[src/lrc_pkg.sv]
// constants, carriers and register map for the light range / conversion time block
// assumes a 40 MHz aclk and a 32-bit AXI4-Lite register bus
package lrc_pkg;
    localparam int unsigned CLK_HZ = 40_000_000;
    localparam int unsigned T_SHORT_MS = 100;
    localparam int unsigned T_LONG_MS = 800;
    localparam int unsigned SHORT_CYCLES = T_SHORT_MS * (CLK_HZ / 1000);
    localparam int unsigned LONG_CYCLES = T_LONG_MS * (CLK_HZ / 1000);
    // register indices; byte address is four times the index
    localparam int unsigned IDX_RESULT = 0;
    localparam int unsigned IDX_CONFIG = 1;
    localparam int unsigned IDX_STATUS = 2;
    localparam logic [7:0] ADDR_RESULT = 8'(IDX_RESULT * 4);
    localparam logic [7:0] ADDR_CONFIG = 8'(IDX_CONFIG * 4);
    localparam logic [7:0] ADDR_STATUS = 8'(IDX_STATUS * 4);
    // configuration and status field positions
    localparam int unsigned RANGE_LSB = 12;
    localparam int unsigned PERIOD_BIT = 11;
    localparam int unsigned STAT_ACTIVE_BIT = 0;
    localparam int unsigned STAT_RANGE_LSB = 4;
    // codes
    localparam logic [3:0] RANGE_AUTO = 4'hc;
    localparam logic [3:0] RANGE_MAX = 4'hb;
    localparam logic [3:0] RANGE_FULL_RES = 4'h5;
    localparam logic RANGE_RESET = 1'b1;
    localparam logic [3:0] RANGE_RST = RANGE_AUTO;
    localparam logic PERIOD_RST = 1'b1;
    localparam logic [1:0] RESP_OKAY = 2'h0;
    localparam logic [1:0] RESP_SLVERR = 2'h2;
    localparam int unsigned LEVEL_W = 23;
    localparam logic [11:0] MANT_FULL = 12'hfff;

    typedef struct packed {
        logic [3:0] full_scale_range_select;
        logic conversion_period_select;
    } lrc_cfg_s;

    typedef struct packed {
        logic [3:0] exponent;
        logic [11:0] mantissa;
    } lrc_result_s;

    typedef enum logic [0:0] {
        LRC_IDLE = 1'b0,
        LRC_RESP = 1'b1
    } lrc_bus_e;
endpackage

[src/lrc_core.sv]
// light range and conversion time configuration, with conversion timer and result
// assumes light_level is synchronous to aclk and holds the light in 0.01 lux units
//
// How it works
// - range field bits 15:12 select full scale, coded like the result exponent
// - range code 1100b makes the device pick its own range
// - in automatic mode the chosen range appears in the result exponent
// - range field powers up as the automatic code
// - period bit 0 gives 100 ms conversions, 1 gives 800 ms
// - period bit is read/write and resets to 1
// - long period gives full resolution in every range
// - short period above range 0101b still gives full resolution
// - short period loses 1 bit at 0101b, 2 at 0100b-0001b, 3 at 0000b
// - result format and lsb weight do not depend on period
// - lsb weight is 0.01 lux times two to the range code
// - a config write aborts the running conversion and restarts it
//
// Local design decisions: the register offsets and register access over AXI4-Lite.
`timescale 1ns/1ps
`default_nettype none
module lrc_core
    import lrc_pkg::*;
#(
    parameter int unsigned SHORT_CNT = lrc_pkg::SHORT_CYCLES,
    parameter int unsigned LONG_CNT = lrc_pkg::LONG_CYCLES
)
(
    input wire logic aclk,
    input wire logic aresetn,
    input wire logic [7:0] s_axi_awaddr,
    input wire logic s_axi_awvalid,
    output logic s_axi_awready,
    input wire logic [31:0] s_axi_wdata,
    input wire logic [3:0] s_axi_wstrb,
    input wire logic s_axi_wvalid,
    output logic s_axi_wready,
    output logic [1:0] s_axi_bresp,
    output logic s_axi_bvalid,
    input wire logic s_axi_bready,
    input wire logic [7:0] s_axi_araddr,
    input wire logic s_axi_arvalid,
    output logic s_axi_arready,
    output logic [31:0] s_axi_rdata,
    output logic [1:0] s_axi_rresp,
    output logic s_axi_rvalid,
    input wire logic s_axi_rready,
    input wire logic [lrc_pkg::LEVEL_W-1:0] light_level,
    output logic integrating,
    output logic conv_done,
    output lrc_pkg::lrc_result_s result,
    output logic [3:0] range_in_use
);
    import lrc_pkg::*;

    // bus state
    logic aw_held, next_aw_held, w_held, next_w_held;
    logic [7:0] aw_addr, next_aw_addr;
    logic [31:0] w_data, next_w_data;
    logic [3:0] w_strb, next_w_strb;
    logic [1:0] next_bresp, next_rresp;
    logic next_bvalid, next_rvalid, next_awready, next_wready, next_arready;
    logic [31:0] next_rdata;
    lrc_cfg_s cfg, next_cfg;
    logic cfg_wr;
    // conversion state
    logic [31:0] cnt, next_cnt;
    logic next_conv_done;
    lrc_result_s next_result;
    logic [3:0] next_range_in_use;
    logic [31:0] target;
    logic [3:0] conv_exp;
    logic [11:0] full_mant, conv_mant;
    logic [1:0] drop;

    // automatic pick: smallest exponent whose shifted level fits 12 bits
    function automatic logic [3:0] auto_exp(input logic [LEVEL_W-1:0] lvl);
        logic [3:0] e;
        e = RANGE_MAX;
        for (int i = 11; i >= 0; i--)
        begin
            if ((lvl >> i) <= LEVEL_W'(MANT_FULL))
                e = 4'(i);
        end
        return e;
    endfunction

    always_comb
    begin
        next_aw_held = aw_held;
        next_w_held = w_held;
        next_aw_addr = aw_addr;
        next_w_data = w_data;
        next_w_strb = w_strb;
        next_bresp = s_axi_bresp;
        next_bvalid = s_axi_bvalid;
        next_rresp = s_axi_rresp;
        next_rvalid = s_axi_rvalid;
        next_rdata = s_axi_rdata;
        next_cfg = cfg;
        cfg_wr = 1'b0;
        if (s_axi_awvalid && s_axi_awready)
        begin
            next_aw_held = 1'b1;
            next_aw_addr = s_axi_awaddr;
        end
        if (s_axi_wvalid && s_axi_wready)
        begin
            next_w_held = 1'b1;
            next_w_data = s_axi_wdata;
            next_w_strb = s_axi_wstrb;
        end
        // response taken first, so a response raised in the same cycle is not lost
        if (s_axi_bvalid && s_axi_bready)
            next_bvalid = 1'b0;
        if (aw_held && w_held)
        begin
            next_aw_held = 1'b0;
            next_w_held = 1'b0;
            next_bvalid = 1'b1;
            next_bresp = RESP_OKAY;
            if (aw_addr == ADDR_CONFIG)
            begin
                cfg_wr = 1'b1;
                if (w_strb[1])
                begin
                    next_cfg.full_scale_range_select = w_data[RANGE_LSB +: 4];
                    next_cfg.conversion_period_select = w_data[PERIOD_BIT];
                end
            end
            else if (aw_addr != ADDR_RESULT && aw_addr != ADDR_STATUS)
                next_bresp = RESP_SLVERR;
        end
        if (s_axi_rvalid && s_axi_rready)
            next_rvalid = 1'b0;
        if (s_axi_arvalid && s_axi_arready)
        begin
            next_rvalid = 1'b1;
            next_rresp = RESP_OKAY;
            next_rdata = 32'h0;
            if (s_axi_araddr == ADDR_RESULT)
                next_rdata[15:0] = result;
            else if (s_axi_araddr == ADDR_CONFIG)
            begin
                next_rdata[RANGE_LSB +: 4] = cfg.full_scale_range_select;
                next_rdata[PERIOD_BIT] = cfg.conversion_period_select;
            end
            else if (s_axi_araddr == ADDR_STATUS)
            begin
                next_rdata[STAT_ACTIVE_BIT] = integrating;
                next_rdata[STAT_RANGE_LSB +: 4] = range_in_use;
            end
            else
                next_rresp = RESP_SLVERR;
        end
        // one write in flight: hold off new halves until the response is taken
        next_awready = !next_aw_held && !next_bvalid;
        next_wready = !next_w_held && !next_bvalid;
        next_arready = !next_rvalid;
    end

    always_ff @(posedge aclk)
    begin
        if (!aresetn)
        begin
            aw_held <= 1'b0;
            w_held <= 1'b0;
            aw_addr <= 8'h0;
            w_data <= 32'h0;
            w_strb <= 4'h0;
            s_axi_bresp <= RESP_OKAY;
            s_axi_bvalid <= 1'b0;
            s_axi_rresp <= RESP_OKAY;
            s_axi_rvalid <= 1'b0;
            s_axi_rdata <= 32'h0;
            s_axi_awready <= 1'b0;
            s_axi_wready <= 1'b0;
            s_axi_arready <= 1'b0;
            cfg.full_scale_range_select <= RANGE_RST;
            cfg.conversion_period_select <= PERIOD_RST;
        end
        else
        begin
            aw_held <= next_aw_held;
            w_held <= next_w_held;
            aw_addr <= next_aw_addr;
            w_data <= next_w_data;
            w_strb <= next_w_strb;
            s_axi_bresp <= next_bresp;
            s_axi_bvalid <= next_bvalid;
            s_axi_rresp <= next_rresp;
            s_axi_rvalid <= next_rvalid;
            s_axi_rdata <= next_rdata;
            s_axi_awready <= next_awready;
            s_axi_wready <= next_wready;
            s_axi_arready <= next_arready;
            cfg <= next_cfg;
        end
    end

    always_comb
    begin
        target = cfg.conversion_period_select ? LONG_CNT : SHORT_CNT;
        // reserved codes are not expected; they fall back to automatic ranging
        if (cfg.full_scale_range_select >= RANGE_AUTO)
            conv_exp = auto_exp(light_level);
        else
            conv_exp = cfg.full_scale_range_select;
        // weight per lsb doubles with each exponent step
        if ((light_level >> conv_exp) > LEVEL_W'(MANT_FULL))
            full_mant = MANT_FULL;
        else
            full_mant = 12'(light_level >> conv_exp);
        drop = 2'h0;
        if (!cfg.conversion_period_select)
        begin
            if (conv_exp == 4'h0)
                drop = 2'h3;
            else if (conv_exp < RANGE_FULL_RES)
                drop = 2'h2;
            else if (conv_exp == RANGE_FULL_RES)
                drop = 2'h1;
        end
        // the lost low bits read as zero; format and weight stay put
        conv_mant = full_mant & ~((12'h1 << drop) - 12'h1);
        next_cnt = cnt + 32'h1;
        next_conv_done = 1'b0;
        next_result = result;
        next_range_in_use = range_in_use;
        if (cfg_wr)
            next_cnt = 32'h0;
        else if (cnt >= target - 32'h1)
        begin
            next_cnt = 32'h0;
            next_conv_done = 1'b1;
            next_result.exponent = conv_exp;
            next_result.mantissa = conv_mant;
            next_range_in_use = conv_exp;
        end
    end

    always_ff @(posedge aclk)
    begin
        if (!aresetn)
        begin
            cnt <= 32'h0;
            conv_done <= 1'b0;
            result <= '0;
            range_in_use <= 4'h0;
            integrating <= 1'b0;
        end
        else
        begin
            cnt <= next_cnt;
            conv_done <= next_conv_done;
            result <= next_result;
            range_in_use <= next_range_in_use;
            integrating <= 1'b1;
        end
    end

    logic [3:0] exp_d;
    logic [11:0] full_d;
    logic period_d;
    always_ff @(posedge aclk)
    begin
        exp_d <= conv_exp;
        full_d <= full_mant;
        period_d <= cfg.conversion_period_select;
    end
endmodule
`default_nettype wire

[config.mk]
export PLATFORM = sky130hd
export DESIGN_NAME = lrc_core
export DESIGN_NICKNAME = d
export VERILOG_FILES = /design/src/lrc_pkg.sv /design/src/lrc_core.sv
export SDC_FILE = /design/constraint.sdc
export NUM_CORES = 1
export LEC_CHECK = 0
export ABC_AREA = 1
export BUFFER_PORTS_ARGS = -buffer_cell sky130_fd_sc_hd__buf_2
export CORE_MARGIN = 2
export CORE_UTILIZATION = 48
export CTS_CLUSTER_DIAMETER = 120
export DETAILED_ROUTE_END_ITERATION = 12
export HOLD_SLACK_MARGIN = 0.1
export PLACE_DENSITY = 0.84
export SYNTH_ARGS = -nofsm -noshare
export SYNTH_HDL_FRONTEND = slang
export SYNTH_SLANG_ARGS = --single-unit
[constraint.sdc]
create_clock -name aclk -period 2.1 [get_ports aclk]
set_input_delay 0.42 -clock aclk [delete_from_list [all_inputs] [get_ports aclk]]
set_output_delay 0.42 -clock aclk [all_outputs]
set_load 0.05 [all_outputs]
After elaboration in Yosys (flattened, before gate mapping) --
Index checks and enable logic that the tools add are counted.
Word-level totals: output and inout bits 63, flip-flop bits (word level) 108, bits of input ports 82
Cells by class: bitwise gates (word level) 4, equal/unequal tests 5, reduce and logical (&&, ||, !) cells 20, shifts and indexed selects 2, magnitude comparators 15, add/sub/neg operators 3, mux-type cells 45
Operator list (count):
- 4-bit 2-to-1 mux | 14
- 32-bit by 1-bit adder with 32-bit output, second input constant | 1
- 32-bit greater-or-equal comparator | 1
- 25-bit by 1-bit subtractor with 26-bit output, second input constant | 1
- 25-bit 2-to-1 mux | 1
- 23-bit by 12-bit > comparator with 1-bit output, second input constant | 1
- 23-bit by 12-bit less-or-equal comparator with 1-bit output, second input constant | 1
- 23-bit by 4-bit >> shifter with 23-bit output | 1
- 22-bit by 12-bit less-or-equal comparator with 1-bit output, second input constant | 1
- 21-bit by 12-bit less-or-equal comparator with 1-bit output, second input constant | 1
- 20-bit by 12-bit less-or-equal comparator with 1-bit output, second input constant | 1
- 19-bit by 12-bit less-or-equal comparator with 1-bit output, second input constant | 1
- 18-bit by 12-bit less-or-equal comparator with 1-bit output, second input constant | 1
- 17-bit by 12-bit less-or-equal comparator with 1-bit output, second input constant | 1
- 1-bit 2-to-1 mux | 17
- 8-bit by 3-bit == test with 1-bit output, second input constant | 2
- 16-bit by 12-bit less-or-equal comparator with 1-bit output, second input constant | 1
- 2-bit 2-to-1 mux | 8
- 15-bit by 12-bit less-or-equal comparator with 1-bit output, second input constant | 1
- 14-bit by 12-bit less-or-equal comparator with 1-bit output, second input constant | 1
- 13-bit by 12-bit less-or-equal comparator with 1-bit output, second input constant | 1
- 12-bit bitwise AND | 1
- 12-bit 2-to-1 mux | 1
- 12-bit NOT | 1
- other kinds (19) | 33

Longest topological paths before layout --
word-level depth 22, depth in mapped cells 22, mapped depth without buffers 20

Worst setup path after synthesis --
OpenSTA, ideal clock, no wires.
path kind register -> register, start point reg cfg[0] in the netlist's numbering, end point reg result[9] in the netlist's numbering, setup slack -198 ps, arrival time 2185 ps, clock period less this slack 2298 ps, data required time 1987 ps, path buffers 1, cell stages (with the launch flop) 18, cells stage by stage dfxtp_1 -> inv_1 -> ha_1 -> nand2_1 -> nor2_1 -> nand2_1 -> nor4_1 -> nand2_1 -> a21o_1 -> nand2_1 -> inv_2 -> nor2_4 -> inv_1 -> buf_2 -> a21oi_1 -> nand3_2 -> o211ai_2 -> inv_2
Between the ends: word-level cells in the longest chain between the ends 5
RTL lines:
- start: declaration | RTL line lrc_core.sv:63 | lrc_cfg_s cfg, next_cfg;
- start signal: assignment | RTL line lrc_core.sv:196 | cfg <= next_cfg;
- parallel branches: the longest is 5 deep, another holds 32-bit greater-or-equal comparator
- end signal: assignment | RTL line lrc_core.sv:255 | result <= next_result;
- end: declaration | RTL line lrc_core.sv:50 | output lrc_pkg::lrc_result_s result,
Several ways; the timed one is not identified. A chain may end at the register's enable or synchronous reset.

Worst setup path after layout --
start point reg cnt[0], end point reg cnt[22]
Between the ends: word-level cells in the longest chain between the ends 2
RTL lines:
- start: declaration | RTL line lrc_core.sv:66 | logic [31:0] cnt, next_cnt;
- start signal: assignment | RTL line lrc_core.sv:253 | cnt <= next_cnt;
- 32-bit greater-or-equal comparator | RTL line lrc_core.sv:231 | else if (cnt >= target - 32'h1)
- 3-bit OR reduction (no source line)
Parallel ways exist; a longest one is shown, timed or not.

==> summary.txt <==
Outcome
  • Status: finished with violations
  • Violated checks: setup timing

Route
  • Drt pass-1 iters: 5
  • Vias: 6074
  • Post-route ant nets: 0
  • WL per Instance: 14.7 um
  • Drt total wl: 16800 um
  • Avg Vias per Cell: 5.30
  • # DRC: 0
  • Iter 0 DRT Violations: 501

Clocking
  • H-Tree Depth: 3
  • CTS sink count: 94
  • Hold buffers post-CTS: 0
  • CTS Buffer Depth: 2
  • Cts bufs inserted: 9
  • Clock-pin slew on the worst setup and hold paths: 0.07 ns
  • Clk_lat worst skew: 0.34 ns
  • Clk root buf: clkbuf_16
  • CTS tree: done

Timing
  • Clock Skews: 0.00909 ns
  • Max_slew headroom: 61.7%
  • Setup TNS: -8.40 ns
  • Final min period: 2.58 ns
  • Final setup violation count: 43
  • Max Freq: 387 MHz
  • Final Hold Vio Count: 0
  • Max Slew Vio Count: 0
  • Crit share post-route: 123%
  • Least-Margin Pin Slew: 0.571 ns
  • PnR worst setup slack: -0.481 ns
  • Unrepaired setup endpoints after global routing: yes

Synthesis
  • Number of library cell types mapped by synthesis: 49
  • Post-Syn Area per Cell: 6.79 um2
  • Yosys reg bits: 94
  • Fraction of post-synthesis cell area in the top cell type by area: 34.5%
  • Seq/Total Area, Yosys: 34.5%
  • Syn. warnings: 0
  • Gate Count Post-Synth: 804
  • Synth area leader: dfxtp_1
  • Top cells by area, synth: dfxtp_1 (34%), nand2_1 (11%), inv_1 (6.9%)
  • Post-Synth Adder-Cell Area: 2.75%
  • Synth Area in Compound Gates: 15.5%
  • Post-Syn Area: 5460 um2
  • Post-Synth XOR/XNOR Area: 0.642%
  • Mux cell area share after synthesis: 0%
  • Main combinational cell family by area after synthesis: simple AND/OR/NAND/NOR gates
  • Simple-gate share of the synthesized area: 33.0%

Power
  • Internal: 3.09 mW
  • Total power: 4.63 mW
  • Pwr/cell area: 622 nW/um2
  • Lkg Pwr: 3.67 nW
  • Sequential Power Share: 42.0%
  • Clk network pwr share: 34.4%
  • Switching Fraction: 33.2%
  • Comb pwr share: 23.6%
  • Peak supply drop: 588 uV
  • NetSw: 1.54 mW

Worst setup path
  • Worst path slowest cell: dfxtp_4
  • CP startpoint kind: flop
  • Worst-path cell chain: ha_4, nand2_4, nor2_4, inv_2, nor2_4, nand3_2, nor3_4, nand3_2, nor4_4, nand2_1, nor3_2, nand2_1, nor2_1, nand2_1, nor2_1, nor3b_2
  • RR Startpoint: cnt[0]$_SDFF_PP0_
  • Largest stage delay, worst path: 0.37 ns
  • Slack of the worst reg-to-reg path: -0.48 ns
  • Nature of the critical path endpoint: flop
  • CP dominant cell by count: nand2_1
  • CP arrival: 2.81 ns
  • CP Max Fanout: 3
  • Worst r2r dst: cnt[22]$_SDFF_PP0_
  • Critical path destination: cnt[22]$_SDFF_PP0_
  • Critical Path RT: 2.33 ns
  • Worst Reg-to-Reg Cells: 16
  • Setup crit start: cnt[0]$_SDFF_PP0_
  • WS Path Type: flop to flop

Placement
  • PortBufs: 96
  • DPL Wire Length: 11200 um
  • Placed Instances: 1112
  • Routability cong.: 0.906
  • Placed cell areas: 6700 um2

Final layout
  • Non-filler instance count after layout: 1146
  • Layout area overhead: 36.4%
  • Final instance area: 7440 um2
  • Nets: 1095
  • Most common cell after layout, fill and taps aside: nand2_1
  • Multi-input logic area: 3210 um2
  • Final core occ: 67.7%
  • Share of layout cells above drive strength 1: 31.6%
  • Reg area: 1890 um2
  • Most frequent cells in the layout: nand2_1 (159), buf_4 (109), inv_1 (98), buf_2 (96), dfxtp_1 (91)
  • Diode count: 0
  • Fill cells: 884

Job
  • Max-Cap Viols: 0

Floorplanning
  • Initial Util: 49.7%
  • Core area: 11000 um2
  • Die ar.: 12200 um2
  • Row Count: 38
  • Die span in y: 111 um
  • Die W: 111 um
  • IO Count: 145

Global routing
  • Initial antenna violation count: 0
  • Grt total ovfl: 0
  • Vias in the first global route: 5702
  • Tot GR Track Use: 24.9%
  • First-pass GRT wire length: 25400 um
  • Pin count of the biggest net entering global routing: 24

Min path
  • Min-Delay Startpoint: s_axi_awaddr[0]
  • Type of the worst min-delay path: input port to flop
[final cells by class]
type | instances | share of cell area [%]
Multi-Input combinational cell | 574 | 43.2
Sequential cell | 94 | 25.4
Timing Repair Buffer | 214 | 19.6
Inverter | 108 | 5.55
Clock buffer | 10 | 3.21
Tap cell | 140 | 2.35
Clock inverter | 6 | 0.706
[power by group through the flow]
stage / Sequential [mW] / Combinational (mW) / Clock, mW
2_1_floorplan: 2.19 / 0.549 / 0
3_3_place_gp: 1.98 / 1.05 / 0
3_5_place_dp: 1.98 / 1.07 / 0
4_1_cts: 1.94 / 1.08 / 1.60
5_1_grt: 1.95 / 1.18 / 1.69
6_report: 1.94 / 1.09 / 1.59
[how the worst min path moves through the flow]
stage | endpoint | cells after the start | slack (ns)
after floorplan | cnt[0]$_SDFF_PP0_ | 1 | 0.41
after global placement | s_axi_awready$_SDFF_PN0_ | 1 | 0.45
after detailed placement | s_axi_awready$_SDFF_PN0_ | 1 | 0.45
after CTS | aw_addr[0]$_SDFFE_PN0P_ | 3 | 0.33
after global routing | aw_addr[0]$_SDFFE_PN0P_ | 3 | 0.34
final | aw_addr[0]$_SDFFE_PN0P_ | 3 | 0.32
[cells by family after synthesis]
family | after synthesis
compound gates | 143
simple gates | 391
flops | 94
fa+ha+maj | 12
other cells | 1
buf+inv | 159
xor+xnor | 4
[timing repair]
item | in CTS | in global routing
pin swaps | 5 | 16
buffers inserted | 8 | 8
setup endpoints to repair | 43 | 43
gates resized for setup | 18 | 47
gates cloned | 1 | 2
[state kept, by name (all words and copies together), names as in the netlist, 4 cells and up]
signal and flops:
cnt 32, s_axi_rdata 16, result 12, aw_addr 8, cfg 5, w_data 5
range_in_use 4
[through the flow]
| stage | setup slack, ns | hold slack (ns) |
|---|---|---|
| 2_1_floorplan | -0.0679 | 0.410 |
| 4_1_cts | -0.251 | 0.326 |
| 6_report | -0.481 | 0.324 |
| 3_3_place_gp | -0.382 | 0.447 |
| 5_1_grt | -0.656 | 0.341 |
| 3_5_place_dp | -0.405 | 0.447 |
[critical path, delay by kind of cell, from the launching register on]
| kind | cells | cell delay (ns) |
|---|---|---|
| adder cells (fa/ha/maj) | 1 | 0.15 |
| buffers and inverters | 1 | 0.07 |
| flip-flops | 1 | 0.37 |
| AND/OR/NAND/NOR | 14 | 1.89 |
[layer usage]
| layer | global-route usage (%) | part of all wire (%) | vias up |
|---|---|---|---|
| met1 | 29.0 | 40 | 2815 |
| met4 | 9.17 | 2.9 | 0 |
| met2 | 44.9 | 50 | 212 |
| li1 | - | - | 3005 |
| met3 | 4.99 | 6.5 | 42 |
| met5 | 0 | 0 | - |
[Yosys cell counts (all sizes together)]
cell     instances
a211oi           1
xnor2            1
nand3           75
conb             1
o2111ai          2
o21bai           2
o21a             1
a21o             1
o211ai          11
nor4            10
nor3b           11
clkinv           2
nor2            89
a21oi           42
o21ai           65
a221oi           1
a31oi            5
xor2             3
dfxtp           94
buf             38
or2              7
ha              12
o221ai           9
nand4           13
or4              2
inv            106
a22oi            1
clkbuf          13
a2111oi          1
nor3            14
nand2          170
a31o             1
No activity file was read; power rests on OpenSTA's default activity.
